<file path="src/ddsl_pkg.sv">
// Package for the dual converter serial load logic.
// Assumes a single system clock domain; pins are synchronised in the top module.
package ddsl_pkg;
  // ==========================================================================
  // Word layout
  // ==========================================================================
  localparam int         DDSL_WORD_W   = 16;              // Serial word length
  localparam int         DDSL_CODE_W   = 14;              // Converter code width
  localparam int         DDSL_ADDR_HI  = 15;              // Address bit 1 position
  localparam int         DDSL_ADDR_LO  = 14;              // Address bit 0 position
  localparam logic [13:0] DDSL_ZERO    = 14'h0000;        // Zero-scale preset
  localparam logic [13:0] DDSL_HALF    = 14'h2000;        // Half-scale preset
  localparam logic [15:0] DDSL_SR_RST  = 16'h0000;        // Shift register reset

  // Channel select pair
  typedef struct packed {
    logic chan_b;                                         // Channel B selected
    logic chan_a;                                         // Channel A selected
  } ddsl_sel_t;

  // ==========================================================================
  // Asynchronous pins
  // ==========================================================================
  // Carried as one word through both synchroniser stages
  typedef struct packed {
    logic cs_n;                                           // Frame select, idle high
    logic sclk;                                           // Serial clock, idle low
    logic sdata;                                          // Serial data
    logic strobe_n;                                       // Load strobe, idle high
    logic preset_n;                                       // Preset, idle high
  } ddsl_pins_t;

  // Idle level of every pin; synchroniser reset value, so no false edge
  localparam ddsl_pins_t DDSL_PIN_IDLE = '{cs_n: 1'b1, sclk: 1'b0, sdata: 1'b0,
                                          strobe_n: 1'b1, preset_n: 1'b1};
endpackage : ddsl_pkg

</file>
<file path="src/ddsl_load.sv">
// Serial input, input registers and converter registers of a dual converter.
// Assumes serial pins and strobes come from outside the clk domain.
//
// Behaviour
// - 16-bit words, most significant bit first
// - Shift one bit per serial clock rise
// - Ignore serial clock while select high
// - Bits 15,14 address; 13..0 code
// - Only the last 16 bits used
// - Select rise loads addressed input registers
// - Strobe low makes converter registers transparent
// - Preset low forces zero or half scale
// - Address 00 none, 01 A, 10 B, 11 both
// - Reset sets input and converter registers by level select; shift register clears to zero
// - Chip select never affects strobe path
`timescale 1ns/1ps
module ddsl_load
  import ddsl_pkg::*;
(
  input  wire logic                   clk,                 // System clock 100 MHz
  input  wire logic                   srst,                // Sync reset, active high
  input  wire logic                   chip_select_n,       // Serial frame select pin
  input  wire logic                   serial_clk,          // Serial clock pin
  input  wire logic                   serial_data,         // Serial data pin
  input  wire logic                   converter_load_strobe_n, // Level load strobe
  input  wire logic                   preset_n,            // Preset pin, active low
  input  wire logic                   half_scale_sel,      // Preset level select
  output logic [ddsl_pkg::DDSL_CODE_W-1:0] input_reg_a,      // Input register A
  output logic [ddsl_pkg::DDSL_CODE_W-1:0] input_reg_b,      // Input register B
  output logic [ddsl_pkg::DDSL_CODE_W-1:0] converter_code_a, // Converter register A
  output logic [ddsl_pkg::DDSL_CODE_W-1:0] converter_code_b  // Converter register B
);
  import ddsl_pkg::*;

  // ==========================================================================
  // Synchronisers
  // ==========================================================================
  ddsl_pins_t meta_r;                                     // First stage only
  ddsl_pins_t sync_r;                                     // Second stage
  ddsl_pins_t pins_raw;                                   // Pins gathered as one word
  logic       sclk_d_r;                                   // Delayed serial clock
  logic       cs_d_r;                                     // Delayed select

  // Gather the pins so both stages move them together
  assign pins_raw.cs_n     = chip_select_n;
  assign pins_raw.sclk     = serial_clk;
  assign pins_raw.sdata    = serial_data;
  assign pins_raw.strobe_n = converter_load_strobe_n;
  assign pins_raw.preset_n = preset_n;

  // Two flops per pin; preset is synchronised too, so it acts a few cycles late
  // Reset loads each pin's idle level: a reset value of the other polarity
  // would show a false serial clock or select edge right after release
  always_ff @(posedge clk) begin
    if (srst) begin
      meta_r   <= DDSL_PIN_IDLE;
      sync_r   <= DDSL_PIN_IDLE;
      sclk_d_r <= DDSL_PIN_IDLE.sclk;
      cs_d_r   <= DDSL_PIN_IDLE.cs_n;
    end else begin
      meta_r   <= pins_raw;
      sync_r   <= meta_r;
      sclk_d_r <= sync_r.sclk;
      cs_d_r   <= sync_r.cs_n;
    end
  end

  wire cs_n_s     = sync_r.cs_n;                          // Select, synchronised
  wire sclk_s     = sync_r.sclk;                          // Serial clock, synced
  wire sdi_s      = sync_r.sdata;                         // Data, synced
  wire strobe_n_s = sync_r.strobe_n;                      // Strobe, synced
  wire pre_n_s    = sync_r.preset_n;                      // Preset, synced
  logic lvl_r;                                            // Level select, 2 flops
  logic lvl_m_r;                                          // Level select stage 1

  always_ff @(posedge clk) begin
    lvl_m_r <= half_scale_sel;
    lvl_r   <= lvl_m_r;
  end

  // ==========================================================================
  // Decode
  // ==========================================================================
  wire shift_en = ~cs_n_s & sclk_s & ~sclk_d_r;
  wire load_en  = cs_n_s & ~cs_d_r;
  logic [DDSL_WORD_W-1:0] shift_r;                        // Serial shift register
  ddsl_sel_t              sel;                            // Decoded channels
  logic [1:0]             addr_bits;                      // Address pair of the word

  // Address pair to channel selects; spelled out per code for clarity
  function automatic ddsl_sel_t chan_decode(input logic [1:0] addr);
    unique case (addr)
      2'h0:    return '{chan_b: 1'b0, chan_a: 1'b0};      // No channel
      2'h1:    return '{chan_b: 1'b0, chan_a: 1'b1};      // Channel A only
      2'h2:    return '{chan_b: 1'b1, chan_a: 1'b0};      // Channel B only
      default: return '{chan_b: 1'b1, chan_a: 1'b1};      // Both channels
    endcase
  endfunction : chan_decode

  // Last 16 bits only: older bits fall off the top
  assign addr_bits = {shift_r[DDSL_ADDR_HI], shift_r[DDSL_ADDR_LO]};
  assign sel       = chan_decode(addr_bits);
  wire [DDSL_CODE_W-1:0] word_code = shift_r[DDSL_CODE_W-1:0]; // Unsigned
  // Preset value picked by level select
  wire [DDSL_CODE_W-1:0] preset_val = lvl_r ? DDSL_HALF : DDSL_ZERO;
  wire force_preset = srst | ~pre_n_s;

  // ==========================================================================
  // Shift register
  // ==========================================================================
  // MSB first: new bit enters at bit 0
  always_ff @(posedge clk) begin
    if (srst) begin
      shift_r <= DDSL_SR_RST;
    end else if (shift_en) begin
      shift_r <= {shift_r[DDSL_WORD_W-2:0], sdi_s};
    end
  end

  // ==========================================================================
  // Input registers
  // ==========================================================================
  // Preset has priority over a concurrent load
  always_ff @(posedge clk) begin
    if (force_preset) begin
      input_reg_a <= preset_val;
      input_reg_b <= preset_val;
    end else if (load_en) begin
      if (sel.chan_a) begin
        input_reg_a <= word_code;
      end
      if (sel.chan_b) begin
        input_reg_b <= word_code;
      end
    end
  end

  // ==========================================================================
  // Converter registers
  // ==========================================================================
  // Preset, then strobe, steers; select is not looked at here
  always_ff @(posedge clk) begin
    if (force_preset) begin
      converter_code_a <= preset_val;
      converter_code_b <= preset_val;
    end else if (!strobe_n_s) begin
      converter_code_a <= input_reg_a;
      converter_code_b <= input_reg_b;
    end
  end                                                     // Else hold
endmodule : ddsl_load

</file>
<file path="config.mk">
export PLATFORM = sky130hd
export DESIGN_NAME = ddsl_load
export DESIGN_NICKNAME = d
export VERILOG_FILES = /design/src/ddsl_pkg.sv /design/src/ddsl_load.sv
export SDC_FILE = /design/constraint.sdc
export NUM_CORES = 1
export LEC_CHECK = 0
export BUFFER_PORTS_ARGS = -buffer_cell sky130_fd_sc_hd__buf_2
export CORE_UTILIZATION = 48
export DETAILED_ROUTE_END_ITERATION = 10
export GPL_ROUTABILITY_DRIVEN = 0
export PLACE_DENSITY_LB_ADDON = 0.12
export SLEW_MARGIN = 20
export SYNTH_ARGS = -nofsm -noshare
export SYNTH_HDL_FRONTEND = slang
export SYNTH_SLANG_ARGS = --single-unit
</file>
<file path="constraint.sdc">
create_clock -name clk -period 2 [get_ports clk]
set_clock_uncertainty 0.05 [all_clocks]
set_input_delay 0.1 -clock clk [delete_from_list [all_inputs] [get_ports clk]]
set_output_delay 0.1 -clock clk [all_outputs]
set_load 0.005 [all_outputs]
</file>
### After elaboration in Yosys (flattened, before gate mapping)

Index checks and enable logic that the tools add are counted.

* RAM bits: 0
* memories: 0
* output and inout bits: 56
* register bits after elaboration: 86
* bits in latches: 0
* bits in read-only memories: 0
* input bits: 8

* div/mod/pow operators: 0
* add/subtract/negate cells: 0
* reductions and logical operators: 6
* bitwise operators: 8
* eq/ne operators: 3
* $lt $le $gt $ge: 0
* multipliers: 0
* mux-type cells: 12
* shift operators: 0

Operators with widths (count)
* $mux 14: 11
* $pmux 2 s3: 1
* $reduce_bool 2->1: 3
* $not 1->1: 4
* $reduce_and 2->1: 2
* $and 1x1->1: 3
* $eq 2x1->1 const B: 1
* $eq 2x2->1 const B: 1
* $logic_not 2->1: 1
* $ne 2x1->1 const B: 1
* $or 1x1->1: 1

### Depth between registers and ports, before layout

Gate-level depths: netlist of the first run.

* depth in word-level cells: 5
* depth in mapped cells: 4

### Worst setup path before layout of the first run

No wires, ideal clock.

* kind: flip-flop to flip-flop
* start point: reg, netlist name pre_n_s
* end point: reg converter_code_a[0] (netlist bit), enable pin
* clock period less this slack: 1742 ps
* buffers on the path: 2
* required time: 1565 ps
* setup time: 385 ps
* path slack: 258 ps
* arrival time: 1307 ps
* cell stages (with the launch flop): 5
* cell sequence: dfxtp_1 > nor2b_1 > buf_2 > buf_2 > nand2_1

* word-level cells in the longest chain between the ends: 3

Ends and longest elaborated chain
* $not 1->1: RTL line ddsl_load.sv:106 `wire force_preset = srst | ~pre_n_s;`
* $or 1x1->1: RTL line ddsl_load.sv:106
* $ne 2x1->1 (no source line)
* end signal, assigned: RTL line ddsl_load.sv:144 `converter_code_a <= preset_val;`
* end signal, assigned: RTL line ddsl_load.sv:147 `converter_code_a <= input_reg_a;`
* end, declared: RTL line ddsl_load.sv:30 `output logic [ddsl_pkg::DDSL_CODE_W-1:0] converter_code_a,`

No other way between the ends.
A chain may end at the register's enable or synchronous reset.

### Final worst setup path of the first run

* start point: reg, netlist name pre_n_s
* end point: reg input_reg_a[6] (netlist bit), enable pin

* word-level cells in the longest chain between the ends: 4
* elaborated cells on any way between the ends: 5
* classes of those cells: 2 x bitwise; 3 x reduce/logical

Ends and longest elaborated chain
* $not 1->1 *: RTL line ddsl_load.sv:106
* $or 1x1->1 *: RTL line ddsl_load.sv:106
* $reduce_bool 2->1 (no source line)
* $reduce_and 2->1 (no source line) *
* end signal, assigned: RTL line ddsl_load.sv:126 `input_reg_a <= preset_val;`
* end signal, assigned: RTL line ddsl_load.sv:130 `input_reg_a <= word_code;`
* end, declared: RTL line ddsl_load.sv:28 `output logic [ddsl_pkg::DDSL_CODE_W-1:0] input_reg_a,`

Every way passes the cells marked *; elsewhere a longest branch is shown, timed or not.

==> results of run 1 <==
==> metal layers <==
metal,part of all wire [%],wire length [um],up-vias,track usage (%)
li1,-,-,805,-
met3,4.3,197,6,3.48
met4,1.8,81,0,9.64
met5,0,0,-,0
met2,48,2200,45,24.1
met1,45,2060,766,18.4
==> logic make-up after synthesis <==
family / count (synthesis)
simple gates: 75
flops: 86
mux: 19
buf+inv: 10
==> through the flow <==
stage	setup slack [ps]	area (sq um)	utilization (%)	instances
floorplan	258	3020	-	190
global placement	586	3420	57.1	325
detailed placement	506	3420	57.1	325
CTS	486	3710	61.9	347
global route	425	3710	61.9	347
finish	535	3710	61.9	347
==> state kept, by name (all words and copies together), names as in the netlist <==
register and count:
sdi_s 1, pre_n_s 1, shift_r 16, input_reg_b 14, converter_code_b 14, sclk_d_r 1, strobe_n_s 1, lvl_m_r 1
cs_n_s 1, meta_r 5, lvl_r 1, converter_code_a 14, sclk_s 1, cs_d_r 1, input_reg_a 14
==> placed cells by master (no fill, tap or decap), drive strengths merged <==
cell type    instances
mux2i               16
edfxtp              56
dlygate4sd3          6
nor3b                1
bufinv               2
and2                39
clkinvlp             2
nand2b              17
clkinv               1
nand2                3
nand3b               2
dfxtp               30
clkbuf              11
nor2b                6
buf                 70
mux2                 3
or2                  7
==> repair_timing <==
item | 4_1_cts | 5_1_grt
buffers inserted | 0 | 0
resized for setup | 0 | 0
hold endpoints to repair | 6 | 0
hold buffers | 6 | 0
==> final timing paths <==
check | startpoint | endpoint | cells after the start
min reg2reg | lvl_m_r | lvl_r | 0
max | pre_n_s | input_reg_a[6] | 3
min | srst | sdi_s | 3
max reg2reg | pre_n_s | input_reg_a[6] | 3
==> power by group through the flow <==
stage | logic, mW | registers (mW) | clock network [mW]
3_3_place_gp | 0.184 | 2.05 | 0
2_1_floorplan | 0.0731 | 2.06 | 0
4_1_cts | 0.198 | 2.01 | 1.35
5_1_grt | 0.218 | 2.02 | 1.42
6_report | 0.194 | 2.01 | 1.32
3_5_place_dp | 0.190 | 2.05 | 0
==> critical path, delay by kind of cell, from the launching register on <==
kind	cells	cell delay (ps)
buf+inv	1	270
simple gates	2	600
flops	1	310
==> final cells by class <==
class / count / area [sq um] / area share (%)
clock buffer: 11 / 141 / 3.81
clock inverter: 5 / 83.8 / 2.26
multi-input combinational: 94 / 667 / 18.0
sequential: 86 / 2280 / 61.5
tap: 75 / 93.8 / 2.53
timing repair buffer: 76 / 440 / 11.9
==> flow_metrics.env, run 1 <==
export IMPL_fin_setup_tns_ps=0
export IMPL_yosysTopAreaCell="edfxtp_1"
export IMPL_netlist_area_sq_um=3020
export IMPL_status="finished, final reports clean"
export IMPL_clock_sinks=86
export IMPL_antenna_found_initial=0
export IMPL_slew_violations=0
export IMPL_synthFlopType="edfxtp_1"
export IMPL_grt_pass1_vias=1520
export IMPL_coreArea_sq_um=5990
export IMPL_cp_start_kind="flop"
export IMPL_synth_most_common_cell="edfxtp_1"
export IMPL_whs_ps=175
export IMPL_p_sw_mw=0.700
export IMPL_grt_pass1_wl_um=7180
export IMPL_dieHeight_um=81.3
export IMPL_slew_headroom_pct=77.6
export IMPL_cts_buffer_depth=2
export IMPL_power_density_nw_per_um2=948
export IMPL_crit_path_max_incr_delay_ps=310
export IMPL_max_cap_viol_count=0
export IMPL_reg2reg_slack_ps=540
export IMPL_swShare_pct=19.9
export IMPL_path_cells="nor2b_2 -> nand2_1 -> buf_4"
export IMPL_seqPwrFrac_pct=57.0
export IMPL_internal_power_mw=2.82
export IMPL_area_delta_synth_final_pct=23.0
export IMPL_rows=28
export IMPL_nets=275
export IMPL_synth_cell_types=15
export IMPL_cts_max_level=3
export IMPL_ir_drop_uv=599
export IMPL_synth_edf_count=56
export IMPL_synthArstFlopShare_pct=0
export IMPL_yosys_area_share_adder_pct=0
export IMPL_clk_pin_slew_worst_paths_ps=80
export IMPL_synth_area_leaders="edfxtp_1, dfxtp_1, and2_1, mux2i_1, nand2b_1"
export IMPL_tritoncts="yes"
export IMPL_p_leak_nw=1.50
export IMPL_syn_inst=190
export IMPL_syn_nets=198
export IMPL_antenna_left=0
export IMPL_worst_pin_slew_ps=335
export IMPL_synth_xor_area_share_pct=0
export IMPL_synth_seq_area_share_pct=75.7
export IMPL_die_w_um=81.3
export IMPL_cp_max_fo=8
export IMPL_clock_fmax_mhz=683
export IMPL_synthTopCellsByCount="edfxtp_1, and2_1, dfxtp_1, nand2b_1, mux2i_1"
export IMPL_synth_seq_cells=86
export IMPL_io_buffers=63
export IMPL_setup_viol_count_final=0
export IMPL_synth_compound_area_share_pct=0
export IMPL_antennaDiodeCount=0
export IMPL_io_pins=64
export IMPL_grt_max_degree=30
export IMPL_end_kind="flop"
export IMPL_hpwl_um=3080
export IMPL_grt_overflow_total=0
export IMPL_start_util_pct=50.3
export IMPL_vias=1622
export IMPL_drt_initial_drc_count=117
export IMPL_syn_area_per_cell_sq_um=15.9
export IMPL_critPathRequiredTime_ps=2050
export IMPL_cts_root_buf="clkbuf_8"
export IMPL_hold_viol=0
export IMPL_critical_path_arrival_ps=1510
export IMPL_fin_crit_ps=1460
export IMPL_hp_class="primary input to flop"
export IMPL_drc_errors=0
export IMPL_drive_gt1_share_pct=32.0
export IMPL_crit_type="flop to flop"
export IMPL_ys_warn_count=0
export IMPL_crit_path_top_delay_cell="dfxtp_1"
export IMPL_grtUsageTotal_pct=15.1
export IMPL_synth_top_area_share_pct=55.8
export IMPL_cts_buffers=9
export IMPL_synthSimpleGateAreaFrac_pct=15.6
export IMPL_power_mw=3.52
export IMPL_period_share_pct=73.2
export IMPL_synth_top_family_by_area="simple AND/OR/NAND/NOR gates"
export IMPL_clkPwrFrac_pct=37.4
export IMPL_p_comb_share_pct=5.5
export IMPL_clock_latency_ps=340
export IMPL_grt_setup_unrepaired="no"
export IMPL_wire_per_inst_um=13.1
export IMPL_drt_wl_total_um=4540
export IMPL_synthMuxAreaShare_pct=6.43
export IMPL_drtPass1Iterations=6
export IMPL_via_per_inst=4.67
export IMPL_fillCellCount=474
export IMPL_die_area_sq_um=6600
No activity file was read; power rests on OpenSTA's default activity.
==> run 2, diff against run 1 <==
--- a/config.mk
+++ b/config.mk
@@ -5,6 +5,7 @@
 export SDC_FILE = /design/constraint.sdc
 export NUM_CORES = 1
 export LEC_CHECK = 0
+export ABC_AREA = 1
 export BUFFER_PORTS_ARGS = -buffer_cell sky130_fd_sc_hd__buf_2
 export CORE_UTILIZATION = 48
 export DETAILED_ROUTE_END_ITERATION = 10
==> constraint.sdc (replaced) <==
create_clock -name clk -period 1.3 [get_ports clk]
set_clock_uncertainty 0.05 [all_clocks]
set_input_delay 0.065 -clock clk [delete_from_list [all_inputs] [get_ports clk]]
set_output_delay 0.065 -clock clk [all_outputs]
set_load 0.005 [all_outputs]
==> flow_metrics.env, run 2 <==
export IMPL_cts_buffer_depth=2
export IMPL_hpwl_um=3190
export IMPL_slew_headroom_pct=73.1
export IMPL_area_delta_synth_final_pct=25.9
export IMPL_syn_inst=273
export IMPL_end_kind="flop"
export IMPL_power_density_nw_per_um2=1460
export IMPL_clock_sinks=86
export IMPL_power_mw=5.64
export IMPL_cts_root_buf="clkbuf_8"
export IMPL_synth_top_area_share_pct=54.7
export IMPL_whs_ps=14.0
export IMPL_final_area_sq_um=3870
export IMPL_grt_setup_unrepaired="yes"
export IMPL_critPathRequiredTime_ps=1310
export IMPL_dieHeight_um=82.0
export IMPL_grt_pass1_wl_um=7940
export IMPL_post_route_util_pct=63.8
export IMPL_ir_drop_uv=794
export IMPL_synthFlopType="edfxtp_1"
export IMPL_grtUsageTotal_pct=16.4
export IMPL_period_share_pct=95.9
export IMPL_dp_cells=414
export IMPL_drt_initial_drc_count=168
export IMPL_die_area_sq_um=6720
export IMPL_rows=28
export IMPL_synth_edf_count=56
export IMPL_fin_crit_ps=1250
export IMPL_coreArea_sq_um=6060
export IMPL_vias=1918
export IMPL_antenna_found_initial=0
export IMPL_synthArstFlopShare_pct=0
export IMPL_synth_seq_cells=86
export IMPL_synthTopCellsByCount="nor2_1, edfxtp_1, inv_1, nand2_1, dfxtp_1"
export IMPL_synth_area_leaders="edfxtp_1, dfxtp_1, nor2_1, inv_1, nand2_1"
export IMPL_drive_gt1_share_pct=29.4
export IMPL_antenna_left=0
export IMPL_hp_class="primary input to flop"
export IMPL_antennaDiodeCount=0
export IMPL_drt_wl_total_um=4960
export IMPL_cp_start_kind="flop"
export IMPL_synth_cell_types=14
export IMPL_yosysTopAreaCell="edfxtp_1"
export IMPL_crit_type="flop to flop"
export IMPL_grt_max_degree=40
export IMPL_nets=364
export IMPL_die_w_um=82.0
export IMPL_setup_viol_count_final=0
export IMPL_place_ws_ps=29.6
export IMPL_status="finished, final reports clean"
export IMPL_drtPass1Iterations=5
export IMPL_final_cells=436
export IMPL_place_area_sq_um=3560
export IMPL_clk_pin_slew_worst_paths_ps=80
export IMPL_syn_nets=281
export IMPL_tritoncts="yes"
export IMPL_slew_violations=0
export IMPL_final_common_cell="nor2_1"
export IMPL_wire_per_inst_um=11.4
export IMPL_drc_errors=0
export IMPL_fillCellCount=478
export IMPL_ys_warn_count=0
export IMPL_via_per_inst=4.40
export IMPL_p_leak_nw=1.85
export IMPL_reg2reg_slack_ps=50
export IMPL_setup_ws_ps=52.9
export IMPL_final_cell_mix="nor2_1, buf_2, edfxtp_1, inv_1, nand2_1"
export IMPL_cts_buffers=9
export IMPL_clock_fmax_mhz=802
export IMPL_top_register="shift_r"
export IMPL_fin_setup_tns_ps=0
export IMPL_synth_seq_area_share_pct=74.3
export IMPL_grt_overflow_total=0
export IMPL_io_buffers=63
export IMPL_syn_area_per_cell_sq_um=11.3
export IMPL_cts_max_level=3
export IMPL_largest_reg_flops=16
export IMPL_cp_max_fo=6
export IMPL_netlist_area_sq_um=3070
export IMPL_hold_viol=0
export IMPL_start_util_pct=50.7
export IMPL_grt_pass1_vias=1799
export IMPL_post_cts_setup_buffers=0
export IMPL_worst_pin_slew_ps=404
export IMPL_io_pins=64
export IMPL_clock_latency_ps=340
export IMPL_max_cap_viol_count=0
export IMPL_synth_most_common_cell="nor2_1"
export IMPL_critical_path_arrival_ps=1250
-- run 2: changes by cell type in the layout (fill, tap and decap cells not counted), sizes merged, moves of 16 or more --
| cell | before | now |
|---|---|---|
| nand2b | 17 | 0 |
| and2 | 39 | 0 |
| nand2 | 3 | 40 |
| nor2 | 0 | 76 |
| inv | 0 | 51 |
| mux2i | 16 | 0 |
-- run 2: worst paths after layout --
path	from	to	depth (start not counted)
hold reg to reg	lvl_m_r	lvl_r	0
setup / recovery	cs_n_s	input_reg_a[12]	4
hold / removal	srst	sclk_s	3
setup reg to reg	cs_n_s	input_reg_a[12]	4
-- run 2: critical path, stage by stage, from the launching register on --
cell     delay, ps
dfxtp_2        320
inv_2           30
or2_4          240
o21ai_4        140
buf_4          180
-- run 2: routing by layer --
metal / global-route usage, % / vias to the layer above / wire [um]
li1: - / 990 / -
met3: 3.78 / 11 / 246
met4: 8.95 / 0 / 108
met5: 0 / - / 0
met1: 19.7 / 861 / 2240
met2: 27.2 / 56 / 2370
-- run 2: power by group --
| group | internal [mW] | leakage (nW) | switching, mW |
|---|---|---|---|
| Clock | 1.27 | 0.121 | 0.901 |
| Combinational | 0.169 | 0.896 | 0.199 |
| Sequential | 3.06 | 0.834 | 0.0458 |
| Total | 4.49 | 1.85 | 1.15 |
-- run 2: logic make-up after synthesis --
kind of cell	after synthesis	synth area share, %
buffers and inverters	60	8.92
and+or+nand+nor	124	16.2
DFF	86	74.3
AOI/OAI and AO/OA	3	0.611
-- run 2: timing repair --
| item | in CTS | in global routing |
|---|---|---|
| setup endpoints to repair | 0 | 27 |
| hold endpoints to repair | 6 | 0 |
| hold buffers | 6 | 0 |
| resized for setup | 0 | 3 |
-- run 2: cell type report --
cell class | count | area (sq um) | area share, %
Sequential cell | 86 | 2280 | 59.0
Timing Repair Buffer | 81 | 514 | 13.3
Inverter | 51 | 191 | 4.95
Multi-Input combinational cell | 127 | 548 | 14.2
Tap cell | 75 | 93.8 | 2.43
Clock inverter | 7 | 113 | 2.91
Clock buffer | 9 | 124 | 3.20
==> run 3, diff against run 2 <==
--- a/config.mk
+++ b/config.mk
@@ -11,6 +11,7 @@
 export DETAILED_ROUTE_END_ITERATION = 10
 export GPL_ROUTABILITY_DRIVEN = 0
 export PLACE_DENSITY_LB_ADDON = 0.12
+export RECOVER_POWER = 25
 export SLEW_MARGIN = 20
 export SYNTH_ARGS = -nofsm -noshare
 export SYNTH_HDL_FRONTEND = slang
==> flow_metrics.env, run 3 (synthesis results as in run 2) <==
export IMPL_slew_headroom_pct=73.0
export IMPL_cts_buffers=9
export IMPL_hold_depth=3
export IMPL_post_cts_setup_buffers=0
export IMPL_top_register="shift_r"
export IMPL_tritoncts="yes"
export IMPL_grt_pass1_wl_um=7940
export IMPL_ir_drop_uv=793
export IMPL_cp_start_kind="flop"
export IMPL_clock_sinks=86
export IMPL_fillCellCount=486
export IMPL_r2r_end="input_reg_a[12]"
export IMPL_power_density_nw_per_um2=1460
export IMPL_max_cap_viol_count=0
export IMPL_fin_crit_ps=1250
export IMPL_hold_viol=0
export IMPL_largest_reg_flops=16
export IMPL_drc_errors=0
export IMPL_io_pins=64
export IMPL_nets=364
export IMPL_antenna_left=0
export IMPL_drt_initial_drc_count=163
export IMPL_clock_latency_ps=340
export IMPL_hpwl_um=3190
export IMPL_grtUsageTotal_pct=16.4
export IMPL_die_w_um=82.0
export IMPL_grt_pass1_vias=1799
export IMPL_coreArea_sq_um=6060
export IMPL_drt_wl_total_um=4990
export IMPL_hold_start="srst"
export IMPL_cts_max_level=3
export IMPL_final_common_cell="nor2_1"
export IMPL_cp_max_fo=6
export IMPL_critPathRequiredTime_ps=1310
export IMPL_final_cell_mix="nor2_1, edfxtp_1, inv_1, buf_2, nand2_1"
export IMPL_dieHeight_um=82.0
export IMPL_hp_class="primary input to flop"
export IMPL_status="finished, final reports clean"
export IMPL_area_delta_synth_final_pct=25.1
export IMPL_holdPathEnd="sclk_s"
export IMPL_whs_ps=14.8
export IMPL_reg2reg_slack_ps=50
export IMPL_start_util_pct=50.7
export IMPL_grt_setup_unrepaired="yes"
export IMPL_grt_overflow_total=0
export IMPL_setup_viol_count_final=0
export IMPL_drtPass1Iterations=5
export IMPL_drive_gt1_share_pct=24.1
export IMPL_via_per_inst=4.40
export IMPL_grt_max_degree=40
export IMPL_end_kind="flop"
export IMPL_r2r_cells=4
export IMPL_slew_violations=0
export IMPL_wire_per_inst_um=11.4
export IMPL_die_area_sq_um=6720
export IMPL_setup_ws_ps=53.3
export IMPL_vias=1919
export IMPL_place_ws_ps=29.6
export IMPL_critical_path_startpoint="cs_n_s"
export IMPL_reg2reg_from="cs_n_s"
export IMPL_antenna_found_initial=0
export IMPL_clock_fmax_mhz=802
export IMPL_critical_path_arrival_ps=1250
export IMPL_rows=28
export IMPL_io_buffers=63
export IMPL_cts_buffer_depth=2
export IMPL_clk_pin_slew_worst_paths_ps=80
export IMPL_cts_root_buf="clkbuf_8"
export IMPL_antennaDiodeCount=0
export IMPL_period_share_pct=95.9
export IMPL_worst_pin_slew_ps=405
export IMPL_p_leak_nw=1.79
export IMPL_crit_type="flop to flop"
## run 3: changes by cell type in the layout (fill, tap and decap cells not counted)
cell      delta
buf_2       -19
clkbuf_1    +19
## run 3: worst max path at each step
stage,to,slack (ps),depth (start not counted)
6_report,input_reg_a[12],50,4
5_1_grt,input_reg_b[8],-7,4
4_1_cts,input_reg_b[8],20,4
3_5_place_dp,input_reg_b[10],30,4
3_3_place_gp,input_reg_b[7],40,4
2_1_floorplan,input_reg_b[0],-20,3
## run 3: layer usage
metal | share of wire (%) | GRT usage, % | vias to the layer above
li1 | - | - | 991
met1 | 45 | 19.7 | 859
met2 | 47 | 27.2 | 56
met3 | 5.0 | 3.78 | 13
met4 | 2.2 | 8.95 | 0
met5 | 0 | 0 | -
## run 3: final cells by class
class	instances	area (sq um)	share of cell area [%]
inverters	51	191	4.98
multi-input cells	127	548	14.3
clock buffers	9	124	3.22
clock inverters	7	113	2.93
flip-flops and latches	86	2280	59.4
well taps	75	93.8	2.44
repair buffers	81	490	12.8
## run 3: worst max-delay path, stage by stage (launching register included)
cell     delay (ps)
dfxtp_2         320
inv_2            30
or2_4           240
o21ai_4         140
buf_4           180
## run 3: stage by stage
step / instances / power [mW] / cell area [sq um] / setup TNS [ps] / util, %
floorplan: 273 / 3.34 / 3110 / -229 / -
global placement: 414 / 3.51 / 3560 / 0 / 58.7
detailed placement: 414 / 3.53 / 3560 / 0 / 58.7
CTS: 436 / 5.69 / 3860 / 0 / 63.6
global route: 436 / 5.82 / 3840 / -46.8 / 63.4
finish: 436 / 5.63 / 3840 / 0 / 63.4
## run 3: timing repair
item / 4_1_cts / 5_1_grt
endpoints found under the hold margin: 6 / 0
gates resized for setup: 0 / 3
setup endpoints to repair: 0 / 27
hold buffers: 6 / 0
## run 3: report_power, final
| part | internal, mW | switching (mW) |
|---|---|---|
| clock network | 1.27 | 0.899 |
| registers | 3.06 | 0.0474 |
| logic | 0.158 | 0.200 |
| total | 4.48 | 1.15 |
